$ cat config.mk
export PLATFORM = sky130hd
export DESIGN_NAME = csc_core_ctrl
export DESIGN_NICKNAME = d
export VERILOG_FILES = /design/src/csc_pkg.sv /design/src/csc_core_ctrl.sv
export VERILOG_INCLUDE_DIRS = /design/src
export SDC_FILE = /design/constraint.sdc
export NUM_CORES = 1
export LEC_CHECK = 0
export ABC_AREA = 1
export BUFFER_PORTS_ARGS = -buffer_cell sky130_fd_sc_hd__buf_4
export CAP_MARGIN = 20
export CELL_PAD_IN_SITES_DETAIL_PLACEMENT = 0
export CELL_PAD_IN_SITES_GLOBAL_PLACEMENT = 2
export CORE_MARGIN = 2
export CORE_UTILIZATION = 27
export DETAILED_ROUTE_END_ITERATION = 8
export GPL_ROUTABILITY_DRIVEN = 0
export HOLD_SLACK_MARGIN = 0.05
export PLACE_DENSITY_LB_ADDON = 0.1
export SLEW_MARGIN = 20
export SYNTH_ARGS = -nofsm -noshare
export SYNTH_HDL_FRONTEND = slang
export SYNTH_SLANG_ARGS = --single-unit
$ cat constraint.sdc
create_clock -name clk_i -period 1.9 [get_ports clk_i]
set_input_delay 0.57 -clock clk_i [delete_from_list [all_inputs] [get_ports clk_i]]
set_output_delay 0.57 -clock clk_i [all_outputs]
set_load 0.005 [all_outputs]
$ cat src/csc_regs.svh
// Register offsets, field positions, reset values and fixed addresses
// for the core system control block.
// Assumes a 32-bit register port with word-aligned byte offsets.
`ifndef CSC_REGS_SVH
`define CSC_REGS_SVH

// Register byte offsets
`define CSC_CTRL_OFS        4'h0
`define CSC_STATUS_OFS      4'h4
`define CSC_VBASE_OFS       4'h8
`define CSC_CYCLES_OFS      4'hc

// Control register fields
`define CSC_CTRL_FIQ_EN_BIT 0
`define CSC_CTRL_IRQ_EN_BIT 1
`define CSC_CTRL_RESET      2'h0

// Status register fields
`define CSC_ST_BIG_BIT      0
`define CSC_ST_HIVEC_BIT    1
`define CSC_ST_FIQ_BIT      2
`define CSC_ST_IRQ_BIT      3
`define CSC_ST_UNIDIR_BIT   4
`define CSC_ST_DEBUG_BIT    5
`define CSC_ST_STALL_BIT    6

// Exception vector bases
`define CSC_VBASE_LOW       32'h0000_0000
`define CSC_VBASE_HIGH      32'hffff_0000

`endif

$ cat src/csc_pkg.sv
// Types shared by the core system control block and its bench.
// Assumes nothing beyond the constants header.
package csc_pkg;

    // Byte ordering seen by the core
    typedef enum logic [1:0] {
        CSC_ENDIAN_LITTLE = 2'b01,
        CSC_ENDIAN_BIG    = 2'b10
    } csc_endian_e;

    // Interrupt request pair, active high after qualification
    typedef struct packed {
        logic fiq;
        logic irq;
    } csc_irq_s;

    // Bus enable inputs and output enables
    typedef struct packed {
        logic instr_addr;
        logic data_addr;
        logic data;
        logic test;
    } csc_bus_en_s;

    // Register port request
    typedef struct packed {
        logic [3:0]  addr;
        logic [31:0] wdata;
        logic        wr;
        logic        rd;
    } csc_reg_req_s;

endpackage : csc_pkg

$ cat src/csc_core_ctrl.sv
// Core system control: configuration pins, interrupt qualification,
// effective clock forming, data bus direction and a small register port.
// Assumes every input but reset and the interrupt requests is synchronous to clk_i, which oversamples the
// main clock; the register master never waits and never overlaps strobes.

`include "csc_regs.svh"

module csc_core_ctrl #(
    parameter int DATA_W = 32,
    parameter int CNT_W  = 32
) (
    input  wire logic                 clk_i,
    input  wire logic                 rstn_i,
    // Configuration and clocking pins
    input  wire logic                 endian_select_i,
    input  wire logic                 high_vector_select_i,
    input  wire logic                 main_clock_i,
    input  wire logic                 wait_stall_n_i,
    input  wire logic                 debug_clock_i,
    input  wire logic                 debug_state_i,
    output logic                      effective_clock_out_o,
    output logic                      core_phase2_o,
    output logic                      core_tick_o,
    // Interrupt pins
    input  wire logic                 fast_irq_n_i,
    input  wire logic                 normal_irq_n_i,
    input  wire logic                 irq_already_synchronous_i,
    output csc_pkg::csc_irq_s         take_irq_o,
    // Bus direction pins
    input  wire logic                 unidirectional_bus_select_i,
    input  wire csc_pkg::csc_bus_en_s bus_enable_i,
    output csc_pkg::csc_bus_en_s      bus_oe_o,
    input  wire logic                 core_write_i,
    input  wire logic [1:0]           core_byte_addr_i,
    input  wire logic [DATA_W-1:0]    core_wdata_i,
    input  wire logic [DATA_W-1:0]    read_data_in_i,
    output logic [DATA_W-1:0]         write_data_out_o,
    output logic                      write_data_out_oe_o,
    output logic [DATA_W-1:0]         core_rdata_o,
    output logic [7:0]                core_rbyte_o,
    // Vector and reset address
    output logic [31:0]               vector_base_o,
    output logic [31:0]               reset_fetch_addr_o,
    output csc_pkg::csc_endian_e      endian_o,
    // Register port
    input  wire csc_pkg::csc_reg_req_s reg_req_i,
    output logic [31:0]               reg_rdata_o
);
    import csc_pkg::*;

    // Byte lane within a word for a given address and byte order
    function automatic logic [1:0] lane_of(input logic [1:0] a, input logic big);
        lane_of = big ? ~a : a;
    endfunction : lane_of

    // Vector base for the high-vector select level
    function automatic logic [31:0] vbase_of(input logic hi);
        vbase_of = hi ? `CSC_VBASE_HIGH : `CSC_VBASE_LOW;
    endfunction : vbase_of

    // Rising edge of a sampled level from its current and previous values
    function automatic logic rose_of(input logic now, input logic was);
        rose_of = now & ~was;
    endfunction : rose_of

    logic [1:0]        ctrl_reg;
    logic              effective_clock_out_reg;
    logic              effective_clock_out_prev_reg;
    logic              tick_reg;
    logic [CNT_W-1:0]  cycles_reg;
    logic [1:0]        fiq_sync_reg;
    logic [1:0]        irq_sync_reg;
    csc_irq_s          take_reg;
    csc_irq_s          take_next;
    logic              fiq_level;
    logic              irq_level;
    logic              effective_clock_out_next;
    logic              big_reg;
    logic              hivec_reg;
    logic              boot_reg;
    logic [31:0]       boot_addr_reg;
    logic [DATA_W-1:0] wdata_reg;
    logic              wdata_oe_reg;
    logic [DATA_W-1:0] rdata_reg;
    logic [7:0]        rbyte_reg;
    csc_bus_en_s       oe_reg;
    csc_bus_en_s       oe_next;
    logic [31:0]       rd_reg;
    logic [31:0]       rd_next;
    logic [31:0]       status_w;

    // Effective clock: outside debug wait low holds the clock high; debug passes the debug clock alone
    // clock OR wait
    always_comb begin
        if (debug_state_i) begin
            effective_clock_out_next = debug_clock_i;
        end else begin
            effective_clock_out_next = main_clock_i | ~wait_stall_n_i;
        end
    end

    // Registered copy of the effective clock and its previous level
    always_ff @(posedge clk_i or negedge rstn_i) begin
        if (!rstn_i) begin
            effective_clock_out_reg      <= 1'b0;
            effective_clock_out_prev_reg <= 1'b0;
        end else begin
            effective_clock_out_reg      <= effective_clock_out_next;
            effective_clock_out_prev_reg <= effective_clock_out_reg;
        end
    end

    // Core step on each phase 1 to phase 2 edge; any stretch just delays it
    // phase tracking
    always_ff @(posedge clk_i or negedge rstn_i) begin
        if (!rstn_i) begin
            tick_reg <= 1'b0;
        end else begin
            tick_reg <= rose_of(effective_clock_out_reg, effective_clock_out_prev_reg);
        end
    end

    // Count of effective clock rises; a stretched phase adds nothing
    // stretch tolerant
    always_ff @(posedge clk_i or negedge rstn_i) begin
        if (!rstn_i) begin
            cycles_reg <= '0;
        end else if (rose_of(effective_clock_out_reg, effective_clock_out_prev_reg)) begin
            cycles_reg <= cycles_reg + 1'b1;
        end
    end

    assign effective_clock_out_o = effective_clock_out_reg;
    assign core_phase2_o         = effective_clock_out_reg;
    assign core_tick_o           = tick_reg;

    // Two-stage synchronisers; only stage 2 is looked at, idle level high
    // two-stage synchroniser
    always_ff @(posedge clk_i or negedge rstn_i) begin
        if (!rstn_i) begin
            fiq_sync_reg <= 2'b11;
        end else begin
            fiq_sync_reg <= {fiq_sync_reg[0], fast_irq_n_i};
        end
    end

    // Normal request synchroniser, same depth as the fast one
    always_ff @(posedge clk_i or negedge rstn_i) begin
        if (!rstn_i) begin
            irq_sync_reg <= 2'b11;
        end else begin
            irq_sync_reg <= {irq_sync_reg[0], normal_irq_n_i};
        end
    end

    // Choose raw or synchronised request levels
    // sync bypass
    always_comb begin
        if (irq_already_synchronous_i) begin
            fiq_level = ~fast_irq_n_i;
            irq_level = ~normal_irq_n_i;
        end else begin
            fiq_level = ~fiq_sync_reg[1];
            irq_level = ~irq_sync_reg[1];
        end
    end

    // Gate by enables; fast request masks the normal one
    // fast interrupt take
    always_comb begin
        take_next.fiq = fiq_level & ctrl_reg[`CSC_CTRL_FIQ_EN_BIT];
        take_next.irq = irq_level & ctrl_reg[`CSC_CTRL_IRQ_EN_BIT] & ~take_next.fiq;
    end

    // Requests are levels; the source keeps them until answered
    // Take register, one cycle behind the qualified levels
    always_ff @(posedge clk_i or negedge rstn_i) begin
        if (!rstn_i) begin
            take_reg <= '0;
        end else begin
            take_reg <= take_next;
        end
    end

    assign take_irq_o = take_reg;

    // Byte order pin tracked every cycle
    // byte order
    always_ff @(posedge clk_i or negedge rstn_i) begin
        if (!rstn_i) begin
            big_reg <= 1'b0;
        end else begin
            big_reg <= endian_select_i;
        end
    end

    // Vector select pin tracked every cycle
    // vector base
    always_ff @(posedge clk_i or negedge rstn_i) begin
        if (!rstn_i) begin
            hivec_reg <= 1'b0;
        end else begin
            hivec_reg <= high_vector_select_i;
        end
    end

    assign endian_o      = big_reg ? CSC_ENDIAN_BIG : CSC_ENDIAN_LITTLE;
    assign vector_base_o = vbase_of(hivec_reg);

    // Reset is asynchronous; fetch address latched once after release
    // async reset
    always_ff @(posedge clk_i or negedge rstn_i) begin
        if (!rstn_i) begin
            boot_reg      <= 1'b1;
            boot_addr_reg <= `CSC_VBASE_LOW;
        end else if (boot_reg) begin
            boot_reg      <= 1'b0;
            boot_addr_reg <= vbase_of(high_vector_select_i);
        end
    end

    assign reset_fetch_addr_o = boot_addr_reg;

    // Output enables: all on in unidirectional mode, else per enable pin gated by the test enable, data also by core write
    // drive all
    always_comb begin
        if (unidirectional_bus_select_i) begin
            oe_next = '1;
        end else begin
            oe_next.instr_addr = bus_enable_i.instr_addr & bus_enable_i.test;
            oe_next.data_addr  = bus_enable_i.data_addr & bus_enable_i.test;
            oe_next.data       = bus_enable_i.data & bus_enable_i.test & core_write_i;
            oe_next.test       = bus_enable_i.test;
        end
    end

    // Registered output enables; all off while in reset
    // registered enables
    always_ff @(posedge clk_i or negedge rstn_i) begin
        if (!rstn_i) begin
            oe_reg <= '0;
        end else begin
            oe_reg <= oe_next;
        end
    end

    // Write data bus and its enable
    // separate buses
    always_ff @(posedge clk_i or negedge rstn_i) begin
        if (!rstn_i) begin
            wdata_reg    <= '0;
            wdata_oe_reg <= 1'b0;
        end else begin
            wdata_reg    <= core_wdata_i;
            wdata_oe_reg <= oe_next.data;
        end
    end

    assign bus_oe_o            = oe_reg;
    assign write_data_out_o    = wdata_reg;
    assign write_data_out_oe_o = wdata_oe_reg;

    // Read data word and the byte chosen by byte order
    // lane select
    always_ff @(posedge clk_i or negedge rstn_i) begin
        if (!rstn_i) begin
            rdata_reg <= '0;
            rbyte_reg <= 8'h00;
        end else begin
            rdata_reg <= read_data_in_i;
            rbyte_reg <= read_data_in_i[8*lane_of(core_byte_addr_i, endian_select_i) +: 8];
        end
    end

    assign core_rdata_o = rdata_reg;
    assign core_rbyte_o = rbyte_reg;

    // Control register: interrupt enables, both off after reset
    always_ff @(posedge clk_i or negedge rstn_i) begin
        if (!rstn_i) begin
            ctrl_reg <= `CSC_CTRL_RESET;
        end else if (reg_req_i.wr && reg_req_i.addr == `CSC_CTRL_OFS) begin
            ctrl_reg <= reg_req_i.wdata[1:0];
        end
    end

    // Status word from the block's own state and the raw bus mode, debug and wait pins
    always_comb begin
        status_w                     = 32'h0000_0000;
        status_w[`CSC_ST_BIG_BIT]    = big_reg;
        status_w[`CSC_ST_HIVEC_BIT]  = hivec_reg;
        status_w[`CSC_ST_FIQ_BIT]    = take_reg.fiq;
        status_w[`CSC_ST_IRQ_BIT]    = take_reg.irq;
        status_w[`CSC_ST_UNIDIR_BIT] = unidirectional_bus_select_i;
        status_w[`CSC_ST_DEBUG_BIT]  = debug_state_i;
        status_w[`CSC_ST_STALL_BIT]  = ~wait_stall_n_i;
    end

    // Read decode; unmapped offsets read zero
    always_comb begin
        case (reg_req_i.addr)
            `CSC_CTRL_OFS:   rd_next = {30'h0, ctrl_reg};
            `CSC_STATUS_OFS: rd_next = status_w;
            `CSC_VBASE_OFS:  rd_next = vbase_of(hivec_reg);
            `CSC_CYCLES_OFS: rd_next = 32'(cycles_reg);
            default:         rd_next = 32'h0000_0000;
        endcase
    end

    // Read data stands only in the cycle after the strobe
    always_ff @(posedge clk_i or negedge rstn_i) begin
        if (!rstn_i) begin
            rd_reg <= 32'h0000_0000;
        end else if (reg_req_i.rd) begin
            rd_reg <= rd_next;
        end else begin
            rd_reg <= 32'h0000_0000;
        end
    end

    assign reg_rdata_o = rd_reg;

endmodule : csc_core_ctrl

# After elaboration in Yosys (flattened, before gate mapping)
# Index checks and enable logic that the tools add are counted.
[totals] register_bits=186 in_bits=121
[classes] n_addsub=1 n_eq_ne=3 n_shift=1 muxes=10 n_bitwise=17 n_reduce_logical=2
[ops] operator="32-bit one-hot mux with 4 select lines" count=1
[ops] operator="32-bit 2-to-1 mux" count=3
[ops] operator="32-bit by 1-bit adder with 32-bit output (second input constant)" count=1
[ops] operator="32-bit by 6-bit indexed part select with 8-bit output" count=1
[ops] operator="1-bit AND" count=8
[ops] operator="4-bit equality test (second input constant)" count=2
[ops] operator="1-bit NOT" count=7
[ops] operator="4-bit by 3-bit equality test with 1-bit output (second input constant)" count=1
[ops] operator="4-bit zero test" count=1
[ops] operator="2-bit 2-to-1 mux" count=2
[ops] operator="4-bit 2-to-1 mux" count=1
[ops] operator="1-bit 2-to-1 mux" count=3
[ops] operator="2-bit NOT" count=1
[ops] operator="1-bit logical AND" count=1
[ops] operator="1-bit OR" count=1

# Depth between registers and ports, before layout
[logic_depth] ltp_word=5 depth_mapped=9

# Least setup slack after synthesis
# OpenSTA, ideal clock, no wires.
[synth_timing] path_type="input -> register" start="in reg_req_i[35] in the netlist's numbering" end="reg rd_reg[21], in the netlist reg_rdata_o[21]" setup_ns=0.078 arrival_time_ns=1.318 t_required_ns=1.822 slack_ns=0.504 path_stages=4 cell_sequence="nor2_1 -> nand4_1 -> buf_2 -> a21oi_1"
[synth_via] elab_chain_cells=3 word_cells_on_any_way=6 classes_between="3 x eq/ne; 2 x mux; 1 x reduce/logical"
[synth_lines] element="from (decl)" line="csc_core_ctrl.sv:46" source="input wire csc_pkg::csc_reg_req_s reg_req_i,"
[synth_lines] element="4-bit equality test, or another cell as far along" line="csc_core_ctrl.sv:301" source="case (reg_req_i.addr)"
[synth_lines] element="32-bit one-hot mux with 4 select lines (*)" line="csc_core_ctrl.sv:301"
[synth_lines] element="32-bit 2-to-1 mux (*)" line="csc_core_ctrl.sv:314" source="end else if (reg_req_i.rd) begin"
[synth_lines] element="to (signal assigned)" line="csc_core_ctrl.sv:315" source="rd_reg <= rd_next;"
[synth_lines] element="to (decl)" line="csc_core_ctrl.sv:88" source="logic [31:0] rd_reg;"
# Every way passes the cells marked *; elsewhere a longest branch is shown, timed or not.
# A chain may end at the register's enable or synchronous reset.

# Worst setup path after layout
[layout_timing] start="reg hivec_reg" end="out vector_base_o[19]"
[layout_via] elab_chain_cells=1
[layout_lines] element="from (decl)" line="csc_core_ctrl.sv:79" source="logic hivec_reg;"
[layout_lines] element="from (signal assigned)" line="csc_core_ctrl.sv:203" source="hivec_reg <= high_vector_select_i;"
[layout_lines] element="32-bit 2-to-1 mux (no line)"
[layout_lines] element="to (decl)" line="csc_core_ctrl.sv:42" source="output logic [31:0] vector_base_o,"
# No other way between the ends.

==> reports/metrics.yaml <==
yosys-top-cells-area: "dfrtp_1 61%, nand2_1 8.5%, buf_4 8.2%, inv_1 2.6%, a21oi_1 2.5%"
hold_viol: 0
cap_violations: 0
power.internal_uw: 6180
ys_async_sr_fraction_pct: 100
wl_per_cell_um: 14.8
crit_cells: 1
initial_core_util_pct: 27.2
cts_resized: 0
routed-via-count: 4488
synth_top_area_share_pct: 61.5
drive_above_1_share_pct: 37.9
cp-end-kind: "primary output"
antenna_found_initial: 0
required_ns: 1.33
period_share_pct: 95.0
dpl.cell_count: 1068
cts_made_buffers: 17
ios: 301
syn_avg_cell_area_um2: 10.6
yosysSeqAreaShare_pct: 63.6
cts_tree: "built"
cts.sinks: 155
synth_most_common_cell: "dfrtp_1"
yosys.cell_types.count: 33
drt-total-wl_um: 16300
finalNonFillerCells: 1100
r2r_end: "cycles_reg[30]"
rr_worst_depth: 8
cp_slowest_stage_delay_ns: 0.63
ys.flop_type: "dfrtp_1"
p_sw_share_pct: 23.6
seq_power_share_pct: 44.7
drv_slew: 0
htreeDepth: 4
crit_chain: "buf_4"
fin_setup_tns_ns: 0
worstPathMaxFanout: 17
worstPathArrival_ns: 1.23
path_delay_family: "flip-flops"
cts.clk_slew.worst_paths_ns: 0.07
die-area_um2: 23800
leakagePower_uw: 0.00435
grt_max_degree: 42
track_usage_pct: 14.1
antenna_left: 0
synth_edf_count: 0
synth_seq_cells: 155
clockBufferDepth: 2
netlist_area_um2: 6110
status: "finished, final reports clean"
drc: 0
max_freq_mhz: 554
portBuffers: 238
synth_area_leader_cell: "dfrtp_1"
area_growth_pct: 41.2
rsz0062_at_grt: "no"
die_x_um: 154
num_rows: 55
viasPerCell: 4.08
rrSetupSlack_ns: 0.36
nets: 925
fillers: 2240
power_density_nw_per_um2: 939
fin_crit_ns: 1.80
antennaDiodeCount: 0
ys_warn_count: 0
setup_viol: 0
worst-path-buf-inv: 1
switchingPower_uw: 1910
crit_start: "hivec_reg"
power_frac_clock_pct: 44.7
cp-endpoint: "vector_base_o[19]"
root_buffer: "clkbuf_16"
synthCells: 575
hpwl_um: 12600
ys_top_cells_by_count: "150 x dfrtp_1, 138 x nand2_1, 67 x buf_4"
die_h_um: 154
pwr-share-comb_pct: 10.6
hp-class: "in -> reg"
drtIter0Drc: 139
grt_pass1_wl_um: 25900
criticalPathCategory: "reg -> out"
overflow: 0
clk_latency_ns: 0.41
fin_skew_ns: 0.00981
start_kind: "flip-flop"
vdd_drop_max_v: 0.000534
grt_pass1_vias: 4856
drt_first_pass_iters: 4
crit-reg2reg-launch: "cycles_reg[1]"
critPathSlowestCell: "dfrtp_1"
core_area_um2: 22400
worst reg2reg max path, stage by stage (launching register included):
cell and delay [ns]:
dfrtp_1 0.39, ha_1 0.22, nand3_2 0.11, nor2_4 0.18, nand2_4 0.11, nor2_8 0.21, nand3_1 0.10, nand2_1 0.07
nand2_1 0.05
repair_timing:
| item | in CTS | in global routing |
|---|---|---|
| buffers inserted | 0 | 0 |
| hold endpoints to repair | 3 | 0 |
| hold buffers | 1 | 0 |
layer usage:
metal	routed length, um	global-route usage (%)	up-vias
li1	-	-	2165
met1	6390	15.8	2158
met2	7900	23.1	149
met3	1780	7.48	16
met4	233	4.50	0
met5	0	0	-
worst min path at each step:
stage	startpoint	slack, ns	cells after the start	endpoint
after global placement	fiq_sync_reg[0]	0.35	0	fiq_sync_reg[1]
after CTS	core_wdata_i[7]	0.23	1	write_data_out_o[7]
after global routing	core_wdata_i[7]	0.22	1	write_data_out_o[7]
after detailed placement	fiq_sync_reg[0]	0.35	0	fiq_sync_reg[1]
final	core_wdata_i[7]	0.25	1	write_data_out_o[7]
after floorplan	rstn_i	0.27	0	big_reg
power by group through the flow:
stage / logic (uW) / clock network [uW] / registers [uW]
6_report: 858 / 3620 / 3620
5_1_grt: 964 / 3890 / 3640
4_1_cts: 880 / 3730 / 3620
3_5_place_dp: 878 / 0 / 3680
3_3_place_gp: 874 / 0 / 3670
2_1_floorplan: 375 / 0 / 3670
kinds of logic after synthesis:
family                     after synthesis  share of synthesized area (%)
and+or+nand+nor                        234                           17.3
DFF                                    155                           63.6
buffers and inverters                  119                           11.5
AOI/OAI and AO/OA                       40                           3.50
xor gates and xnor gates                24                           3.57
adders and majority gates                1                          0.205
other                                    1                         0.0614
muxes                                    1                          0.184
cells in the final DEF (no fill, tap or decap), drive strengths merged:
cell           n
o21ai          1
mux2           1
buf          250
or2            1
nor4           1
xor2          16
inv           47
nor3           8
dfstp          5
nor2          42
bufinv         4
nand3         24
nand4         13
xnor2          8
nand3b         1
clkbuf        19
a21oi         30
a31oi          8
ha             1
dlygate4sd3    1
dfrtp        150
nand2        144
clkinv         4
conb          33
clkinvlp       2
o221ai         1
layout make-up:
| cell class | instances | area [um^2] | share of cell area (%) |
|---|---|---|---|
| Timing Repair Buffer | 251 | 1940 | 22.5 |
| Tap cell | 285 | 357 | 4.14 |
| Sequential cell | 155 | 3880 | 45.1 |
| Clock buffer | 19 | 443 | 5.14 |
| Multi-Input combinational cell | 333 | 1640 | 19.0 |
| Inverter | 45 | 169 | 1.96 |
| Clock inverter | 12 | 188 | 2.18 |
per-stage QoR:
stage	utilization, %	power, uW	hold slack (ns)	setup slack (ns)	instance area, um^2
floorplan	-	4040	0.274	0.504	6230
global placement	35.6	4550	0.347	0.261	7980
detailed placement	35.6	4550	0.351	0.235	7980
CTS	38.4	8230	0.230	0.0553	8620
global route	38.4	8500	0.223	0.00829	8620
finish	38.4	8100	0.252	0.0956	8620
No activity file was read; power rests on OpenSTA's default activity.
